<file path="src/ebra_pkg.sv">
// package for the external bus retry, halt and arbitration block
package ebra_pkg;
  localparam int ADDR_W = 24;
  localparam int DATA_W = 16;
  localparam int FC_W   = 3;
  localparam int SIZE_W = 2;
  localparam int CLK_MHZ = 40;
  localparam int SYNC_CYCLES = 2;
  localparam int GRANT_DELAY = 2;
  localparam logic [1:0] SHOW_OFF       = 2'h0;
  localparam logic [1:0] SHOW_STALL_ENC = 2'h3;
  localparam logic [1:0] SIZE_BYTE      = 2'h1;

  typedef struct packed {
    logic [ADDR_W-1:0] addr;
    logic [FC_W-1:0]   fc;
    logic [SIZE_W-1:0] size;
    logic              rd;
    logic [DATA_W-1:0] wdata;
    logic              locked;
  } ebra_cyc_t;

  typedef enum logic [2:0] {
    BS_IDLE  = 3'b000,
    BS_RUN   = 3'b001,
    BS_WAIT  = 3'b011,
    BS_SYNC  = 3'b010,
    BS_HALT  = 3'b110
  } ebra_bus_st_t;

  typedef enum logic [1:0] {
    AR_OWN   = 2'b00,
    AR_GRANT = 2'b01,
    AR_EXT   = 2'b11,
    AR_RELS  = 2'b10
  } ebra_arb_st_t;
endpackage

</file>
<file path="src/ebra_arbiter.sv">
// external bus retry, halt and arbitration logic
`timescale 1ns/1ps
module ebra_arbiter
  import ebra_pkg::*;
(
  // clock and reset
  input  wire logic              clk,
  input  wire logic              nrst,
  // core request side
  input  wire logic              cyc_req,
  input  wire ebra_cyc_t         cyc_in,
  output logic                   cyc_done,
  output logic                   cyc_bus_error_in,
  output logic [DATA_W-1:0]      cyc_rdata,
  output logic                   operand_end,
  output logic                   core_reset,
  output logic                   irq_block,
  // internal cycle for show cycles
  input  wire logic              int_cyc,
  input  wire ebra_cyc_t         int_in,
  input  wire logic [DATA_W-1:0] int_data,
  input  wire logic              int_ext_target,
  input  wire logic [1:0]        show_enable_field,
  output logic                   int_stall,
  // configuration and status
  input  wire logic              double_fault,
  output logic                   slave_mode,
  // external termination and arbitration pins
  input  wire logic              transfer_ack_n,
  input  wire logic              bus_error_in_n,
  input  wire logic              halt_line_n,
  input  wire logic              bus_request_n,
  input  wire logic              grant_ack_n,
  input  wire logic              factory_test_strap,
  input  wire logic [DATA_W-1:0] data_in,
  output logic                   bus_grant_n,
  // external bus outputs; enables low while driving
  output logic                   address_strobe_n,
  output logic                   data_strobe_n,
  output logic                   locked_cycle_n,
  output logic [ADDR_W-1:0]      addr_out,
  output logic [FC_W-1:0]        fc_out,
  output logic [SIZE_W-1:0]      size_lines,
  output logic                   rd_wr_out,
  output logic                   ctl_oe_n,
  output logic [DATA_W-1:0]      data_out,
  output logic                   data_oe_n
);

  logic rst_s1_q, rst_s2_q, rst_n;
  always_ff @(posedge clk or negedge nrst) begin
    if (!nrst) begin
      rst_s1_q <= 1'b0;
      rst_s2_q <= 1'b0;
    end else begin
      rst_s1_q <= 1'b1;
      rst_s2_q <= rst_s1_q;
    end
  end
  assign rst_n = rst_s2_q;

  // pin synchronisers, two flops each; cleared by the raw reset so that
  // the strap has passed both flops when the engine leaves reset
  logic [5:0] pin_s1_q, pin_s2_q;
  always_ff @(posedge clk or negedge nrst) begin
    if (!nrst) begin
      pin_s1_q <= 6'h3F;
      pin_s2_q <= 6'h3F;
    end else begin
      pin_s1_q <= {factory_test_strap, transfer_ack_n, bus_error_in_n,
                   halt_line_n, bus_request_n, grant_ack_n};
      pin_s2_q <= pin_s1_q;
    end
  end
  logic strap_s, ack, bus_error_in, halt, breq, gack;
  assign strap_s = pin_s2_q[5];
  assign ack     = ~pin_s2_q[4];
  assign bus_error_in    = ~pin_s2_q[3];
  assign halt    = ~pin_s2_q[2];
  assign breq    = ~pin_s2_q[1];
  assign gack    = ~pin_s2_q[0];

  // data sampled with the acknowledge; same synchroniser depth
  logic [DATA_W-1:0] din_s1_q, din_s2_q;
  always_ff @(posedge clk or negedge rst_n) begin
    if (!rst_n) begin
      din_s1_q <= '0;
      din_s2_q <= '0;
    end else begin
      din_s1_q <= data_in;
      din_s2_q <= din_s1_q;
    end
  end

  // bus cycle engine state
  ebra_bus_st_t bst_q, bst_d;
  ebra_cyc_t    cur_q, cur_d;
  logic [1:0]   sync_q, sync_d;
  logic         slave_q, slave_d, strap_done_q, strap_done_d;
  logic         done_d, done_q, bus_error_in_d, bus_error_in_q, core_rst_q, core_rst_d;
  logic [DATA_W-1:0] rdata_q, rdata_d;
  logic         own_bus, grant_pend;
  logic         retry_ev, bus_error_in_only;

  assign retry_ev  = bus_error_in && halt;
  assign bus_error_in_only = bus_error_in && !halt;

  always_comb begin
    bst_d = bst_q;
    cur_d = cur_q;
    sync_d = sync_q;
    done_d = 1'b0;
    bus_error_in_d = 1'b0;
    rdata_d = rdata_q;
    slave_d = slave_q;
    strap_done_d = 1'b1;
    core_rst_d = 1'b0;
    if (!strap_done_q) begin
      slave_d = ~strap_s;
    end
    case (bst_q)
      BS_IDLE: begin
        // rule 8: halt stalls only the external start
        if (cyc_req && own_bus && !halt && !bus_error_in && !grant_pend) begin
          cur_d = cyc_in;
          bst_d = BS_RUN;
        end
      end
      BS_RUN: begin
        // rule 1: retry terminates cycle, strobes go inactive
        if (retry_ev) begin
          bst_d = BS_WAIT;
        end else if (bus_error_in_only && !(breq && cur_q.locked)) begin
          bus_error_in_d = 1'b1;
          bst_d = BS_HALT;
        end else if (bus_error_in_only) begin
          bst_d = BS_WAIT;
        end else if (ack) begin
          done_d = 1'b1;
          rdata_d = din_s2_q;
          bst_d = BS_HALT;
        end
      end
      BS_WAIT: begin
        // rule 2: wait for both lines released and the bus owned
        if (!bus_error_in && !halt && own_bus && !grant_pend) begin
          bst_d = BS_SYNC;
          sync_d = 2'h0;
        end
      end
      BS_SYNC: begin
        // rule 23: two cycle synchronisation delay
        if (bus_error_in || halt) begin
          bst_d = BS_WAIT;
        end else if (sync_q == 2'(SYNC_CYCLES - 1)) begin
          bst_d = BS_RUN;
        end else begin
          sync_d = sync_q + 2'h1;
        end
      end
      BS_HALT: begin
        if (!ack && !bus_error_in) begin
          bst_d = BS_IDLE;
        end
      end
      default: bst_d = BS_IDLE;
    endcase
  end

  always_ff @(posedge clk or negedge rst_n) begin
    if (!rst_n) begin
      bst_q <= BS_IDLE;
      cur_q <= '0;
      sync_q <= 2'h0;
      done_q <= 1'b0;
      bus_error_in_q <= 1'b0;
      rdata_q <= '0;
      slave_q <= 1'b0;
      strap_done_q <= 1'b0;
      // core held in reset until the synchronised release
      core_rst_q <= 1'b1;
    end else begin
      bst_q <= bst_d;
      cur_q <= cur_d;
      sync_q <= sync_d;
      done_q <= done_d;
      bus_error_in_q <= bus_error_in_d;
      rdata_q <= rdata_d;
      slave_q <= slave_d;
      strap_done_q <= strap_done_d;
      core_rst_q <= core_rst_d;
    end
  end

  logic in_cycle;
  assign in_cycle = (bst_q == BS_RUN);
  // rule 14: operand boundary is when no cycle or retry is pending
  assign operand_end = (bst_q == BS_IDLE) || (bst_q == BS_HALT);
  // lock follows the pin, so a finished locked part no longer blocks the grant
  logic lock_act;
  assign lock_act = cur_q.locked && !operand_end;

  // arbiter
  ebra_arb_st_t ast_q, ast_d;
  logic [1:0]   adly_q, adly_d;
  logic         grant_q, grant_d;
  logic         grant_neg_q;

  always_comb begin
    ast_d = ast_q;
    adly_d = adly_q;
    grant_d = grant_q;
    case (ast_q)
      AR_OWN: begin
        // rule 17: state 0 held while request and acknowledge negated
        // requests accepted at an operand boundary or retry wait when unlocked, or in a wait on bus error alone
        if (breq && (operand_end || bst_q == BS_WAIT) && !lock_act) begin
          ast_d = AR_GRANT;
          grant_d = 1'b1;
        end else if (breq && bst_q == BS_WAIT && bus_error_in && !halt) begin
          ast_d = AR_GRANT;
          grant_d = 1'b1;
        end
      end
      AR_GRANT: begin
        // rule 15: master acks only after grant with ack inactive
        if (gack) begin
          ast_d = AR_EXT;
          adly_d = 2'h0;
        end else if (!breq) begin
          ast_d = AR_OWN;
          grant_d = 1'b0;
        end
      end
      AR_EXT: begin
        // drop, then regrant pending
        // the spare count code marks a grant already dropped, so the grant then follows the request
        if (adly_q < 2'(GRANT_DELAY)) begin
          adly_d = adly_q + 2'h1;
        end else if (adly_q == 2'(GRANT_DELAY)) begin
          adly_d = 2'h3;
          grant_d = 1'b0;
        end else begin
          grant_d = breq;
        end
        if (!gack) begin
          ast_d = grant_d ? AR_GRANT : AR_RELS;
        end
      end
      AR_RELS: begin
        ast_d = AR_OWN;
        grant_d = 1'b0;
      end
      default: begin
        ast_d = AR_OWN;
        grant_d = 1'b0;
      end
    endcase
  end

  always_ff @(posedge clk or negedge rst_n) begin
    if (!rst_n) begin
      ast_q <= AR_OWN;
      adly_q <= 2'h0;
      grant_q <= 1'b0;
    end else begin
      ast_q <= ast_d;
      adly_q <= adly_d;
      grant_q <= grant_d;
    end
  end

  // rule 17: grant pin changes on the falling edge after the state
  always_ff @(negedge clk or negedge rst_n) begin
    if (!rst_n) begin
      grant_neg_q <= 1'b0;
    end else begin
      grant_neg_q <= grant_q;
    end
  end

  assign own_bus    = (ast_q == AR_OWN);
  assign grant_pend = breq && !lock_act && (ast_q == AR_OWN);

  // show cycles
  logic show_on, show_act, show_byte_ext;
  // rule 19: field off means no strobes and floated data
  assign show_on  = (show_enable_field != SHOW_OFF);
  assign show_act = int_cyc && own_bus && !in_cycle;
  assign int_stall = (show_enable_field == SHOW_STALL_ENC) && !own_bus;
  assign show_byte_ext = int_ext_target && !int_in.rd && int_in.size == SIZE_BYTE;

  // registered pin outputs
  logic as_q, ds_q, lock_q, ctl_oe_q, doe_q;
  logic [DATA_W-1:0] dout_q;
  ebra_cyc_t pin_q;
  always_ff @(posedge clk or negedge rst_n) begin
    if (!rst_n) begin
      as_q <= 1'b1;
      ds_q <= 1'b1;
      lock_q <= 1'b1;
      ctl_oe_q <= 1'b1;
      doe_q <= 1'b1;
      dout_q <= '0;
      pin_q <= '0;
    end else begin
      // rule 1: address strobe high outside an active cycle; data strobe also goes low for show cycles when the show field is not off
      as_q <= ~in_cycle;
      ds_q <= ~(in_cycle || (show_act && show_on));
      // rule 5: lock held through every retry state
      lock_q <= ~(cur_q.locked && bst_q != BS_IDLE && bst_q != BS_HALT);
      // rule 11: float when another master owns bus, restore after
      ctl_oe_q <= ~own_bus;
      doe_q <= ~((in_cycle && !cur_q.rd) || (show_act && show_on));
      if (in_cycle) begin
        pin_q <= cur_q;
        dout_q <= cur_q.wdata;
      end else if (show_act) begin
        pin_q <= int_in;
        dout_q <= show_byte_ext ? {int_data[7:0], int_data[7:0]} : int_data;
      end
    end
  end

  assign address_strobe_n = as_q;
  assign data_strobe_n    = ds_q;
  assign locked_cycle_n   = lock_q;
  assign addr_out         = pin_q.addr;
  assign fc_out           = pin_q.fc;
  assign size_lines       = pin_q.size;
  assign rd_wr_out        = pin_q.rd;
  assign ctl_oe_n         = ctl_oe_q;
  assign data_out         = dout_q;
  assign data_oe_n        = doe_q;
  assign bus_grant_n      = ~grant_neg_q;
  assign cyc_done         = done_q;
  assign cyc_bus_error_in         = bus_error_in_q;
  assign cyc_rdata        = rdata_q;
  assign slave_mode       = slave_q;
  assign core_reset       = core_rst_q;
  // rule 11: interrupts blocked while halted
  assign irq_block        = halt || double_fault;

  // rule 1: no strobe during a retry wait
  a_retry_strobes: assert property (@(posedge clk) disable iff (!rst_n)
    (bst_q == BS_WAIT) |=> address_strobe_n)
    else $error("strobe active during retry wait");
  // rule 23: rerun two cycles after sync start
  a_sync_delay: assert property (@(posedge clk) disable iff (!rst_n)
    (bst_q == BS_WAIT && bst_d == BS_SYNC) ##1 (!bus_error_in && !halt) [*2] |=> bst_q == BS_RUN)
    else $error("retry delay wrong");
  // rule 2: rerun uses the same cycle fields
  a_rerun_same: assert property (@(posedge clk) disable iff (!rst_n)
    (bst_q == BS_SYNC && bst_d == BS_RUN) |=> $stable(cur_q))
    else $error("rerun cycle changed");
  // rule 14: no grant while locked; a bus error alone in a locked cycle still lets the grant through
  a_no_lock_grant: assert property (@(posedge clk) disable iff (!rst_n)
    $rose(grant_q) |-> $past(!lock_act || (bus_error_in && !halt) || ast_q != AR_OWN))
    else $error("grant during locked cycle");
  // rule 17: idle state holds with no request or ack
  a_arb_idle: assert property (@(posedge clk) disable iff (!rst_n)
    (ast_q == AR_OWN && !breq && !gack) |=> ast_q == AR_OWN && !grant_q)
    else $error("arbiter left state 0");
  // rule 19: no address strobe for show cycles
  a_show_no_as: assert property (@(posedge clk) disable iff (!rst_n)
    (show_act && bst_q == BS_IDLE) |=> address_strobe_n)
    else $error("strobe on show cycle");
  // rule 8: halt blocks a new external start
  a_halt_stall: assert property (@(posedge clk) disable iff (!rst_n)
    (bst_q == BS_IDLE && halt) |=> bst_q != BS_RUN)
    else $error("cycle started under halt");
  // rule 11: outputs float while foreign master owns bus
  a_float_ext: assert property (@(posedge clk) disable iff (!rst_n)
    (ast_q == AR_EXT) |=> ctl_oe_n)
    else $error("outputs driven under foreign master");

endmodule // ebra_arbiter

</file>
<file path="config.mk">
export PLATFORM = sky130hd
export DESIGN_NAME = ebra_arbiter
export DESIGN_NICKNAME = d
export VERILOG_FILES = /design/src/ebra_pkg.sv /design/src/ebra_arbiter.sv
export SDC_FILE = /design/constraint.sdc
export NUM_CORES = 1
export LEC_CHECK = 0
export ABC_AREA = 1
export BUFFER_PORTS_ARGS = -buffer_cell sky130_fd_sc_hd__clkbuf_2
export CAP_MARGIN = 30
export CORE_MARGIN = 3
export CORE_UTILIZATION = 45
export CTS_CLUSTER_DIAMETER = 200
export DETAILED_ROUTE_END_ITERATION = 8
export PLACE_DENSITY = 0.74
export SLEW_MARGIN = 20
export SYNTH_ARGS = -nofsm -noshare
export SYNTH_HDL_FRONTEND = slang
export SYNTH_SLANG_ARGS = --single-unit
</file>
<file path="constraint.sdc">
create_clock -name clk -period 7.5 [get_ports clk]
set_input_delay 0.75 -clock clk [delete_from_list [all_inputs] [get_ports clk]]
set_output_delay 0.75 -clock clk [all_outputs]
set_load 0.005 [all_outputs]
</file>
==> run summary, run 1 <==
The max-slew violation count is 0. The post-CTS setup buffer count came out at 0. In this run the tightest slew margin relative to its limit is 34.0%. Summing all multi-input logic gate instances after layout gives 1990 um^2.

The number of warnings printed during yosys synthesis came out at 0. The final total power came out at 3.28 mW. The total routing usage reported by global routing came out at 19.5%.

The endpoint required time on the critical path came out at 6750 ps. The number of nets in the layout came out at 1039. Leaving out fill and tap cells, the most frequent cell in the layout is sky130_fd_sc_hd__nand2_1. The largest net degree at the start of global routing came out at 83. The congestion estimate from routability-driven global placement came to 0.874. Counting along the longest clock path gives a buffer depth of 2. The total negative slack came out at 0 ps. The routed design has 16100 um of wire. The HPWL after detailed placement came out at 11400 um.

The number of max-capacitance violations reported is 0. In this run, the number of DRC markers left after iteration 0 of detailed routing was 290. For the pin with the worst max-slew slack, the measured transition is 989 ps. Of all cell types, the one taking the most synthesized area is sky130_fd_sc_hd__dfrtp_1. The initial core utilization came out at 46.6%. The post-CTS resize count came out at 0. The cell area power density is 379 nW/um^2. The library cells used most frequently in the layout, excluding fill and tap cells, are sky130_fd_sc_hd__nand2_1 (245), sky130_fd_sc_hd__clkbuf_2 (197), sky130_fd_sc_hd__dfrtp_1 (156).

For this run the aggregate overflow at the end of global routing stands at 0. The count of state elements after synthesis came out at 176. The post-CTS clock slew at the launch and capture registers of the worst setup and hold paths is 60 ps. The sink count of the clock tree is 176. The number of vias per cell is 4.76. 0 antenna diodes ended up in the layout. The total of endpoints with negative setup slack in the final report came out at 0. Among all flip-flop cells after synthesis, the most frequent one is sky130_fd_sc_hd__dfrtp_1. In this run the vertical extent of the chip is 130 um. The number of buffers inserted for hold repair after clock tree synthesis is 0.

The sequential cell area in the final layout came out at 4430 um^2. For this run, the detailed router's first-pass iteration total came to 5. The global-route wire length before repair is 25300 um. After detailed routing, the average wire length per cell comes to 14.7 um. Clock tree synthesis selected as its root buffer the cell sky130_fd_sc_hd__clkbuf_16. The count of endpoints failing hold in the final timing report came out at 0.

The worst setup skew after layout came out at 22.3 ps. The horizontal extent of the die is 130 um. The die outline area came out at 16800 um^2. The number of enable-type register cells in the synthesized netlist came out at 0.

The layout-stage area growth over the synthesis result is 25.7%. The number of global-route vias before repair came out at 4937. The class of the most critical hold timing path is reg2async. The cell leakage power is 4.67 nW. Setup repair after global routing left no endpoint under its margin.

The number of remaining DRC errors came out at 0. The count of input and output buffers came out at 197. TritonCTS built the clock tree.

The H-tree depth came out at 4. In this run the count of I/O pins placed on the die edge is 215. The layout filler cell count came out at 1310.

The number of antenna violations at the first check in global routing is 1. Counting every instance in the synthesized netlist gives 701. The share of synthesized flip-flops with an asynchronous set or reset is 100%. The critical path is of the reg2out type. The worst voltage drop across the vdd grid came out at 0.258 mV. The distinct cell type count of the synthesized netlist came out at 34. At the placement stage, the worst setup path has a slack of 2500 ps. The share of Yosys cell area claimed by the top area cell type is 57.1%.

Detailed routing inserted a total of 5207 vias. The run finished with clean final reports. The final critical-path setup slack came out at 2090 ps. The worst endpoint data arrival time came out at 4660 ps. The portion of the post-synthesis area used by sequential elements came out at 64.4%. Each instance of the synthesized netlist takes up on average 9.81 um^2. Row generation in the floorplan step produced 44 rows. In the final layout, the share of cells above drive strength 1 is 32.4%. The worst setup path is launched from a flip-flop. For the worst-skew pair, the clock arrives at the later sink with an insertion delay of 420 ps. The area of the core came out at 14800 um^2. The number of buffers created by CTS is 17. STA classifies the critical path endpoint as a primary output. In this run the remaining antenna-violating nets after routing total 0.

Along the worst path, the maximum fanout reaches 1. Yosys attributes the largest share of cell area to sky130_fd_sc_hd__dfrtp_1 (57%), sky130_fd_sc_hd__nand2_1 (13%), sky130_fd_sc_hd__dfstp_2 (6.9%). The cell area after synthesis is 6880 um^2.
## synthesized netlist by cell type, drive strengths merged (2+ instances only)
cell,number
o221ai,3
inv,79
a31oi,4
conb,2
o211ai,10
buf,18
nand3,49
or2,2
dfstp,18
nor2,20
a21oi,15
dfrtp,157
clkbuf,9
o21ai,56
nand4,3
nor3,4
nand2,248
## power breakdown
part / switching, mW / internal, mW
Sequential: 0.158 / 1.24
Clock: 0.373 / 0.573
Combinational: 0.560 / 0.367
Total: 1.09 / 2.18
## logic make-up after synthesis
kind of cell | count (synthesis) | synth area share, %
other cells | 2 | 0.109
buf+inv | 106 | 6.75
compound gates | 89 | 8.20
flops | 176 | 64.4
fa+ha+maj | 1 | 0.182
simple gates | 327 | 20.4
## layout make-up
type,count,share of cell area (%)
Clock buffer,18,5.08
Clock inverter,14,2.33
Multi-Input combinational cell,420,23.0
Inverter,79,3.43
Timing Repair Buffer,204,12.2
Tap cell,184,2.66
Sequential cell,176,51.2
## worst max-delay path, stage by stage, from the launching register on
cell,delay (ps)
sky130_fd_sc_hd__dfrtn_1,380
sky130_fd_sc_hd__inv_1,30
sky130_fd_sc_hd__clkbuf_2,100
## state kept, by name, summed over array words and instances, names as in the netlist, 2 cells and up
signal and count:
addr_out 24, adly_q 2, ast_q 2, bst_q 3, cur_q 47, cyc_rdata 16, data_out 16, din_s1_q 16
din_s2_q 16, fc_out 3, pin_s1_q 6, pin_s2_q 6, size_lines 2, sync_q 2
## metal layers
metal	global-route usage, %	wire length [um]
met5	0	13
met4	6.72	136
met3	5.11	977
met2	31.0	7960
met1	26.1	7050
## through the flow
step | util [%] | cells | area, um^2 | hold slack [ps]
floorplan | - | 702 | 6880 | 331
global placement | 54.1 | 1062 | 7980 | 158
detailed placement | 54.3 | 1063 | 8010 | 162
CTS | 58.6 | 1095 | 8650 | 165
global route | 58.6 | 1095 | 8650 | 180
finish | 58.6 | 1095 | 8650 | 163
## worst paths after layout
kind                                   startpoint                endpoint  slack [ps]  cells after the start
max                         grant_neg_q$_DFF_NN0_             bus_grant_n        2090                      2
min                               rst_n$_DFF_PN0_  strap_done_q$_DFF_PN0_         160                      0
max reg2reg                   grant_q$_DFFE_PN0P_   grant_neg_q$_DFF_NN0_        3180                      0
min reg2reg                       rst_n$_DFF_PN0_  strap_done_q$_DFF_PN0_         160                      0
max in group asynchronous         rst_n$_DFF_PN0_   grant_neg_q$_DFF_NN0_        3480                      0
min in group clk           din_s1_q[12]$_DFF_PN0_  din_s2_q[12]$_DFF_PN0_         350                      0
Note: power is estimated with default switching activity, not from simulation.
==> inputs of run 2 (changes only) <==
Clock period 7.5 ns to 5.33 ns, I/O delays scaled along.
==> run 2 against run 1 <==
  * Clock power up 24%
  * Register-to-register slack worse by 1100 ps
  * Combinational power up 42%
  * Cell count unchanged
  * First-iteration DRC count up 31%
  * Total power up 36%
==> run summary, run 2 (synthesis results as in run 1) <==
The run finished with clean final reports. The length in cells of the worst reg-to-reg path is 0 (unchanged). The worst hold path belongs to the class in2reg.

The startpoint identified for the worst hold timing path is factory_test_strap. Relative to the synthesized area, the layout overhead comes to 24.6%. The area of the core came out at 14800 um^2 (unchanged). The global-route track usage on met2 is 30.9% (-0.12 points).

The total negative slack came out at 0 ps (unchanged). The number of buffers created by CTS came out at 17 (unchanged). The H-tree depth came to 4 (unchanged). The post-CTS resize count came out at 0 (unchanged). The number of flip-flops under the largest register name was 47 (unchanged). The global-route wire length before repair is 25500 um (+0.85%). The endpoint required time on the critical path was 4800 ps (-1950 ps). The worst setup path is captured at a primary output. The number of max-capacitance violations reported is 0 (unchanged). Ranked by flip-flop count, first place goes to cur_q. Leaving out fill and tap cells, the most frequent cell in the layout is sky130_fd_sc_hd__nand2_1. The reg-to-reg setup timing slack is 2090 ps (-1090 ps). The number of antenna diodes is 0 (unchanged). The met3 demand-to-capacity share in global routing is 5.81% (+0.70 points). The number of antenna violations at the first check in global routing is 0 (-1). The delay of the slowest cell on the worst path came to 390 ps (about the same). In this run the most used layer during global routing was met2. STA classifies the critical path startpoint as a flip-flop. The cell leakage power came out at 4.61 nW (-1.2%). The transition at the pin with the smallest max-transition slack came out at 981 ps (-8.34 ps). The placer's final routability congestion estimate came to 0.855 (-2.2%). The HPWL after detailed placement was 11300 um (-0.84%). The worst voltage drop across the vdd grid is 0.237 mV (-8.1%). The post-CTS clock slew at the launch and capture registers of the worst setup and hold paths is 70 ps (about the same). The horizontal extent of the die was 130 um (unchanged). The number of top-level design ports is 215 (unchanged).

The destination of the worst register-to-register timing path is grant_neg_q$_DFF_NN0_. The path with the worst hold slack has its endpoint at pin_s1_q[5]$_DFF_PN1_. The cell area power density is 520 nW/um^2 (+37%). The die height came out at 130 um (unchanged). The number of standard-cell rows in the floorplan came to 44 (unchanged).

The share of final-layout standard cells stronger than drive strength 1 is 32.1% (-0.33 points). The worst slew slack as a fraction of its limit is 34.6% (+0.56 points). The logic gate share of total power is 29.5% (+1.2 points). The total net switching power is 1.54 mW (+41%). The aggregate global routing overflow is 0 (unchanged).

The final standard cell utilization of the core was 58.1% (-0.52 points). The number of buffers inserted for hold repair after clock tree synthesis was 1 (+1). The post-CTS setup buffer count is 0 (unchanged). The CTS tree is built. The number of vias per cell came out at 4.76 (+0.15%).

The worst setup skew after layout is 29.5 ps (+7.24 ps). The initial core utilization is 46.6% (unchanged). The maximum count of clock buffers along a single path is 2 (unchanged). The count of TritonRoute iterations in the first routing pass is 5 (unchanged). The highest fanout seen on the critical path came out at 1 (unchanged).

Along the worst hold path, the cell count comes to 1. The final wirelength is 16300 um (+1.1%). The die outline area came to 16800 um^2 (unchanged). The largest individual stage delay along the critical path comes from the cell sky130_fd_sc_hd__dfrtn_1. The number of global-route vias before repair is 5067 (+2.6%). The count of input and output buffers is 197 (unchanged). The final critical-path setup slack is 1210 ps (-887 ps).

The critical path goes through inv_1, clkbuf_2. The met1 routing resource usage after global routing came to 26.0% (-0.18 points). The sink count of the clock tree came out at 176 (unchanged). The number of remaining DRC errors is 0 (unchanged). The max-slew violation count was 0 (unchanged). The vias after detailed routing is 5215 (+0.15%). The clock latency on the worst-skew pair is 420 ps (about the same). The library cells used most frequently in the layout, excluding fill and tap cells, are sky130_fd_sc_hd__nand2_1 (245), sky130_fd_sc_hd__clkbuf_2 (197), sky130_fd_sc_hd__dfrtp_1 (156).

The number of design-rule violations left by the first detailed-router iteration was 379 (+31%). The largest net degree at the start of global routing came out at 83 (unchanged). The wire length per cell after detailed routing was 14.9 um (+1.1%). The number of nets in the layout is 1040 (+0.096%). The total of endpoints with negative setup slack in the final report came out at 0 (unchanged). The number of nets with antenna violations after detailed routing was 0 (unchanged).

The worst endpoint data arrival time is 3590 ps (-1070 ps). The total routing usage reported by global routing is 19.7% (+0.19 points). The worst register-to-register path begins at grant_q$_DFFE_PN0P_. The total internal power came to 2.93 mW (+34%).

Setup repair after global routing left no endpoint under its margin. The worst slack at placement was 1600 ps (-894 ps). The register share of total power was 44.2% (+1.4 points). The category of the most critical setup path is reg2out.

The count of endpoints failing hold in the final timing report came out at 0 (unchanged). The relative contribution of the clock network to total power came out at 26.2% (-2.7 points). The root buffer cell chosen for the clock tree is sky130_fd_sc_hd__clkbuf_16. The fraction of power spent switching nets is 34.4% (+1.1 points).
==> run 2: cell count changes in the layout (fill, tap and decap cells not counted) <==
cell                            before  now
sky130_fd_sc_hd__clkinv_4            2    1
sky130_fd_sc_hd__inv_8               1    0
sky130_fd_sc_hd__inv_6               4    3
sky130_fd_sc_hd__clkinv_2            2    1
sky130_fd_sc_hd__clkinvlp_4          1    5
sky130_fd_sc_hd__dlygate4sd3_1       0    1
sky130_fd_sc_hd__bufinv_16           4    1
sky130_fd_sc_hd__clkbuf_1            0    2
==> run 2: layout make-up <==
type / count / area, um^2
fillers: 1331 / 6180
flip-flops and latches: 176 / 4430
multi-input cells: 420 / 1990
repair buffers: 205 / 1070
clock buffers: 20 / 447
inverters: 79 / 297
well taps: 184 / 230
clock inverters: 11 / 108
==> run 2: stage by stage <==
step	power, mW	cell area, um^2	std cells	hold slack [ps]
after detailed placement	3.33	7980	1062	214
after CTS	4.52	8540	1094	169
after floorplan	2.79	6880	702	237
after global routing	4.80	8570	1095	160
after global placement	3.27	7980	1062	213
final	4.46	8570	1095	190
==> run 2: critical path: cells and delay by family, from the launching register on <==
kind / cells / cell delay [ps]
buffers and inverters: 2 / 140
DFF: 1 / 390
==> run 2: worst max path at each step <==
stage / slack (ps) / cells after the start / startpoint / to
after CTS: 1180 / 2 / grant_neg_q$_DFF_NN0_ / bus_grant_n
after floorplan: 80 / 0 / rst_n$_DFF_PN0_ / grant_neg_q$_DFF_NN0_
final: 1210 / 2 / grant_neg_q$_DFF_NN0_ / bus_grant_n
after global routing: 1150 / 2 / grant_neg_q$_DFF_NN0_ / bus_grant_n
after detailed placement: 1600 / 2 / grant_neg_q$_DFF_NN0_ / bus_grant_n
after global placement: 1630 / 2 / grant_neg_q$_DFF_NN0_ / bus_grant_n
==> run 2: per-layer routing <==
metal	share of wire, %	up-vias
li1	-	2594
met1	44	2457
met2	48	143
met3	6.1	21
met4	2.0	0
met5	0	-
==> run 2: power groups by stage <==
stage	clock network [mW]	registers, mW	logic (mW)
global placement	0	1.98	1.29
finish	1.17	1.97	1.32
floorplan	0	2.00	0.793
detailed placement	0	1.99	1.33
CTS	1.20	1.98	1.34
global route	1.26	2.02	1.51
==> inputs of run 3 (changes only) <==
Clock period 5.33 ns to 3.93 ns, I/O delays scaled along.
==> run 3 against run 2 <==
  * Critical path depth unchanged
  * Sequential power grew 36%
  * Core utilization up 0.085 points
  * Register-to-register slack got worse by 710 ps
  * Final area is 0.15% higher
  * Cell count up 0.18%
  * First-iteration DRC count shrank 30%
  * Via count is 0.79% lower
  * Clock-buffer cell count fell by 1
  * Clock skew down 5.2 ps
  * Non-clock buffer count grew 1
  * Total power increased by 35%
==> run summary, run 3 (synthesis results as in run 1) <==
The number of global-route vias before repair came out at 4939 (-2.5%). The HPWL after detailed placement is 11300 um (+0.11%). The total net switching power is 2.06 mW (+34%).

The layout-stage area growth over the synthesis result came out at 24.8%. The share of final-layout standard cells stronger than drive strength 1 is 32.4% (+0.37 points). The total of endpoints with negative setup slack in the final report came out at 0 (unchanged). The number of max-capacitance violations reported came to 0 (unchanged).

The area of the core came to 14800 um^2 (unchanged). The hold path depth is 1 (unchanged). CTS placed an instance of sky130_fd_sc_hd__clkbuf_16 at the clock tree root. The number of standard-cell rows in the floorplan is 44 (unchanged). The max-slew violation count is 0 (unchanged).

The global-route wire length before repair is 25100 um (-1.5%). The fraction of power spent switching nets is 34.1% (-0.34 points). The number of remaining DRC errors came to 0 (unchanged).

The number of nets in the layout was 1041 (+0.096%). The number of buffer and inverter instances along the worst setup path is 2 (unchanged). The length in cells of the worst reg-to-reg path came to 0 (unchanged).

The worst setup skew after layout came out at 24.3 ps (-5.23 ps). The delay of the slowest cell on the worst path is 380 ps (about the same). The count of endpoints failing hold in the final timing report came out at 0 (unchanged). The cell area reported after detailed placement came to 7990 um^2 (about the same). The cell depth of the worst setup path came out at 2 (unchanged). The number of antenna violations at the first check in global routing is 0 (unchanged). The logic gate share of total power is 29.2% (-0.3 points). The die height came to 130 um (unchanged). The aggregate global routing overflow is 0 (unchanged). The number of buffers created by CTS is 17 (unchanged). Among cell families on the critical path, the largest total delay comes from flip-flops. The total negative slack is 0 ps (unchanged). The maximum count of clock buffers along a single path is 2 (unchanged).

The register share of total power is 44.3% (about the same). The number of buffers inserted for hold repair after clock tree synthesis is 1 (unchanged). The wire length per cell after detailed routing came out at 14.4 um (-3.1%). The CTS tree is built. The cell area power density is 703 nW/um^2 (+35%).

The count of input and output buffers was 197 (unchanged). On the critical path, the stage with the largest delay is an instance of sky130_fd_sc_hd__dfrtn_1. The type of element capturing the critical path is a primary output. The die outline area is 16800 um^2 (unchanged). The vias after detailed routing is 5174 (-0.79%). The endpoint required time on the critical path is 3540 ps (-1260 ps). The H-tree depth came out at 4 (unchanged). The transition at the pin with the smallest max-transition slack is 819 ps (-162 ps). The worst voltage drop across the vdd grid is 0.341 mV (+44%). The horizontal extent of the die is 130 um (unchanged).

The worst register-to-register path begins at grant_q$_DFFE_PN0P_. The reg-to-reg setup timing slack was 1380 ps (-710 ps). The top cell types in the final layout, fill and taps aside, are sky130_fd_sc_hd__nand2_1 (245), sky130_fd_sc_hd__clkbuf_2 (197), sky130_fd_sc_hd__dfrtp_1 (156). The count of TritonRoute iterations in the first routing pass came out at 4 (-1).

The largest net degree at the start of global routing came out at 72 (-13%). The clock latency on the worst-skew pair came to 420 ps (about the same). The cell leakage power came to 4.62 nW (+0.27%).

Ranked by flip-flop count, first place goes to cur_q. The critical path goes through inv_1, clkbuf_2. The worst slew slack as a fraction of its limit is 45.4% (+11 points).

The critical hold path startpoint is grant_ack_n. The final instance area came out at 8580 um^2 (+0.15%). The number of antenna diodes came out at 0 (unchanged). The number of design-rule violations left by the first detailed-router iteration came to 265 (-30%).

For hold timing, the worst endpoint is pin_s1_q[0]$_DFF_PN1_. The number of vias per cell came out at 4.72 (-0.97%). The number of top-level design ports came out at 215 (unchanged). The final wirelength came out at 15800 um (-2.9%).

The endpoint identified for the worst register-to-register timing path is grant_neg_q$_DFF_NN0_. The total internal power is 3.98 mW (+36%). The number of flip-flops under the largest register name is 47 (unchanged). The initial core utilization is 46.6% (unchanged). The post-CTS resize count came out at 0 (unchanged).

The worst setup path is of the reg2out kind. The number of nets with antenna violations after detailed routing is 0 (unchanged). The post-CTS setup buffer count came to 0 (unchanged). The class of the most critical hold timing path is in2reg.

The post-CTS clock slew at the launch and capture registers of the worst setup and hold paths came to 60 ps (about the same). The sink count of the clock tree came out at 176 (unchanged). The placer's final routability congestion estimate is 0.885 (+3.5%).

The relative contribution of the clock network to total power came out at 26.5% (+0.3 points). The worst endpoint data arrival time came out at 2880 ps (-710 ps). Setup repair after global routing left no endpoint under its margin. The highest fanout seen on the critical path came out at 1 (unchanged). STA classifies the critical path startpoint as a flip-flop. Leaving out fill and tap cells, the most frequent cell in the layout is sky130_fd_sc_hd__nand2_1.

The run finished with clean final reports. The total routing usage reported by global routing came out at 19.3% (-0.41 points).
[run 3: cell type report]
class / count / area, um^2
fill: 1347 / 6170
tap: 184 / 230
multi-input combinational: 420 / 1990
clock inverter: 13 / 114
timing repair buffer: 206 / 1070
inverter: 79 / 297
clock buffer: 19 / 453
sequential: 176 / 4430
[run 3: how the worst max path moves through the flow]
stage	slack, ps	to	startpoint
2_1_floorplan	370	grant_neg_q$_DFF_NN0_	rst_n$_DFF_PN0_
3_3_place_gp	1070	bus_grant_n	grant_neg_q$_DFF_NN0_
3_5_place_dp	1060	bus_grant_n	grant_neg_q$_DFF_NN0_
4_1_cts	630	bus_grant_n	grant_neg_q$_DFF_NN0_
5_1_grt	610	bus_grant_n	grant_neg_q$_DFF_NN0_
6_report	650	bus_grant_n	grant_neg_q$_DFF_NN0_
[run 3: through the flow]
stage          setup WS (ps)  total power, mW  util, %  hold slack [ps]  instances
2_1_floorplan            368             3.78        -             97.4        702
3_3_place_gp            1070             4.44     54.1              229       1063
3_5_place_dp            1060             4.50     54.1              230       1063
4_1_cts                  629             6.11     58.0             31.6       1096
5_1_grt                  613             6.49     58.2             28.2       1097
6_report                 653             6.04     58.2             49.2       1097
[run 3: power groups by stage]
stage | logic (mW) | registers, mW | clock network (mW)
2_1_floorplan | 1.08 | 2.71 | 0
3_3_place_gp | 1.75 | 2.68 | 0
3_5_place_dp | 1.80 | 2.70 | 0
4_1_cts | 1.80 | 2.68 | 1.64
5_1_grt | 2.03 | 2.74 | 1.72
6_report | 1.76 | 2.67 | 1.60
[run 3: routing by layer]
metal	vias up	track usage (%)	wire (um)
li1	2598	-	-
met1	2412	26.2	7150
met2	141	29.6	7370
met3	23	5.69	1030
met4	0	6.97	301
met5	-	0	0
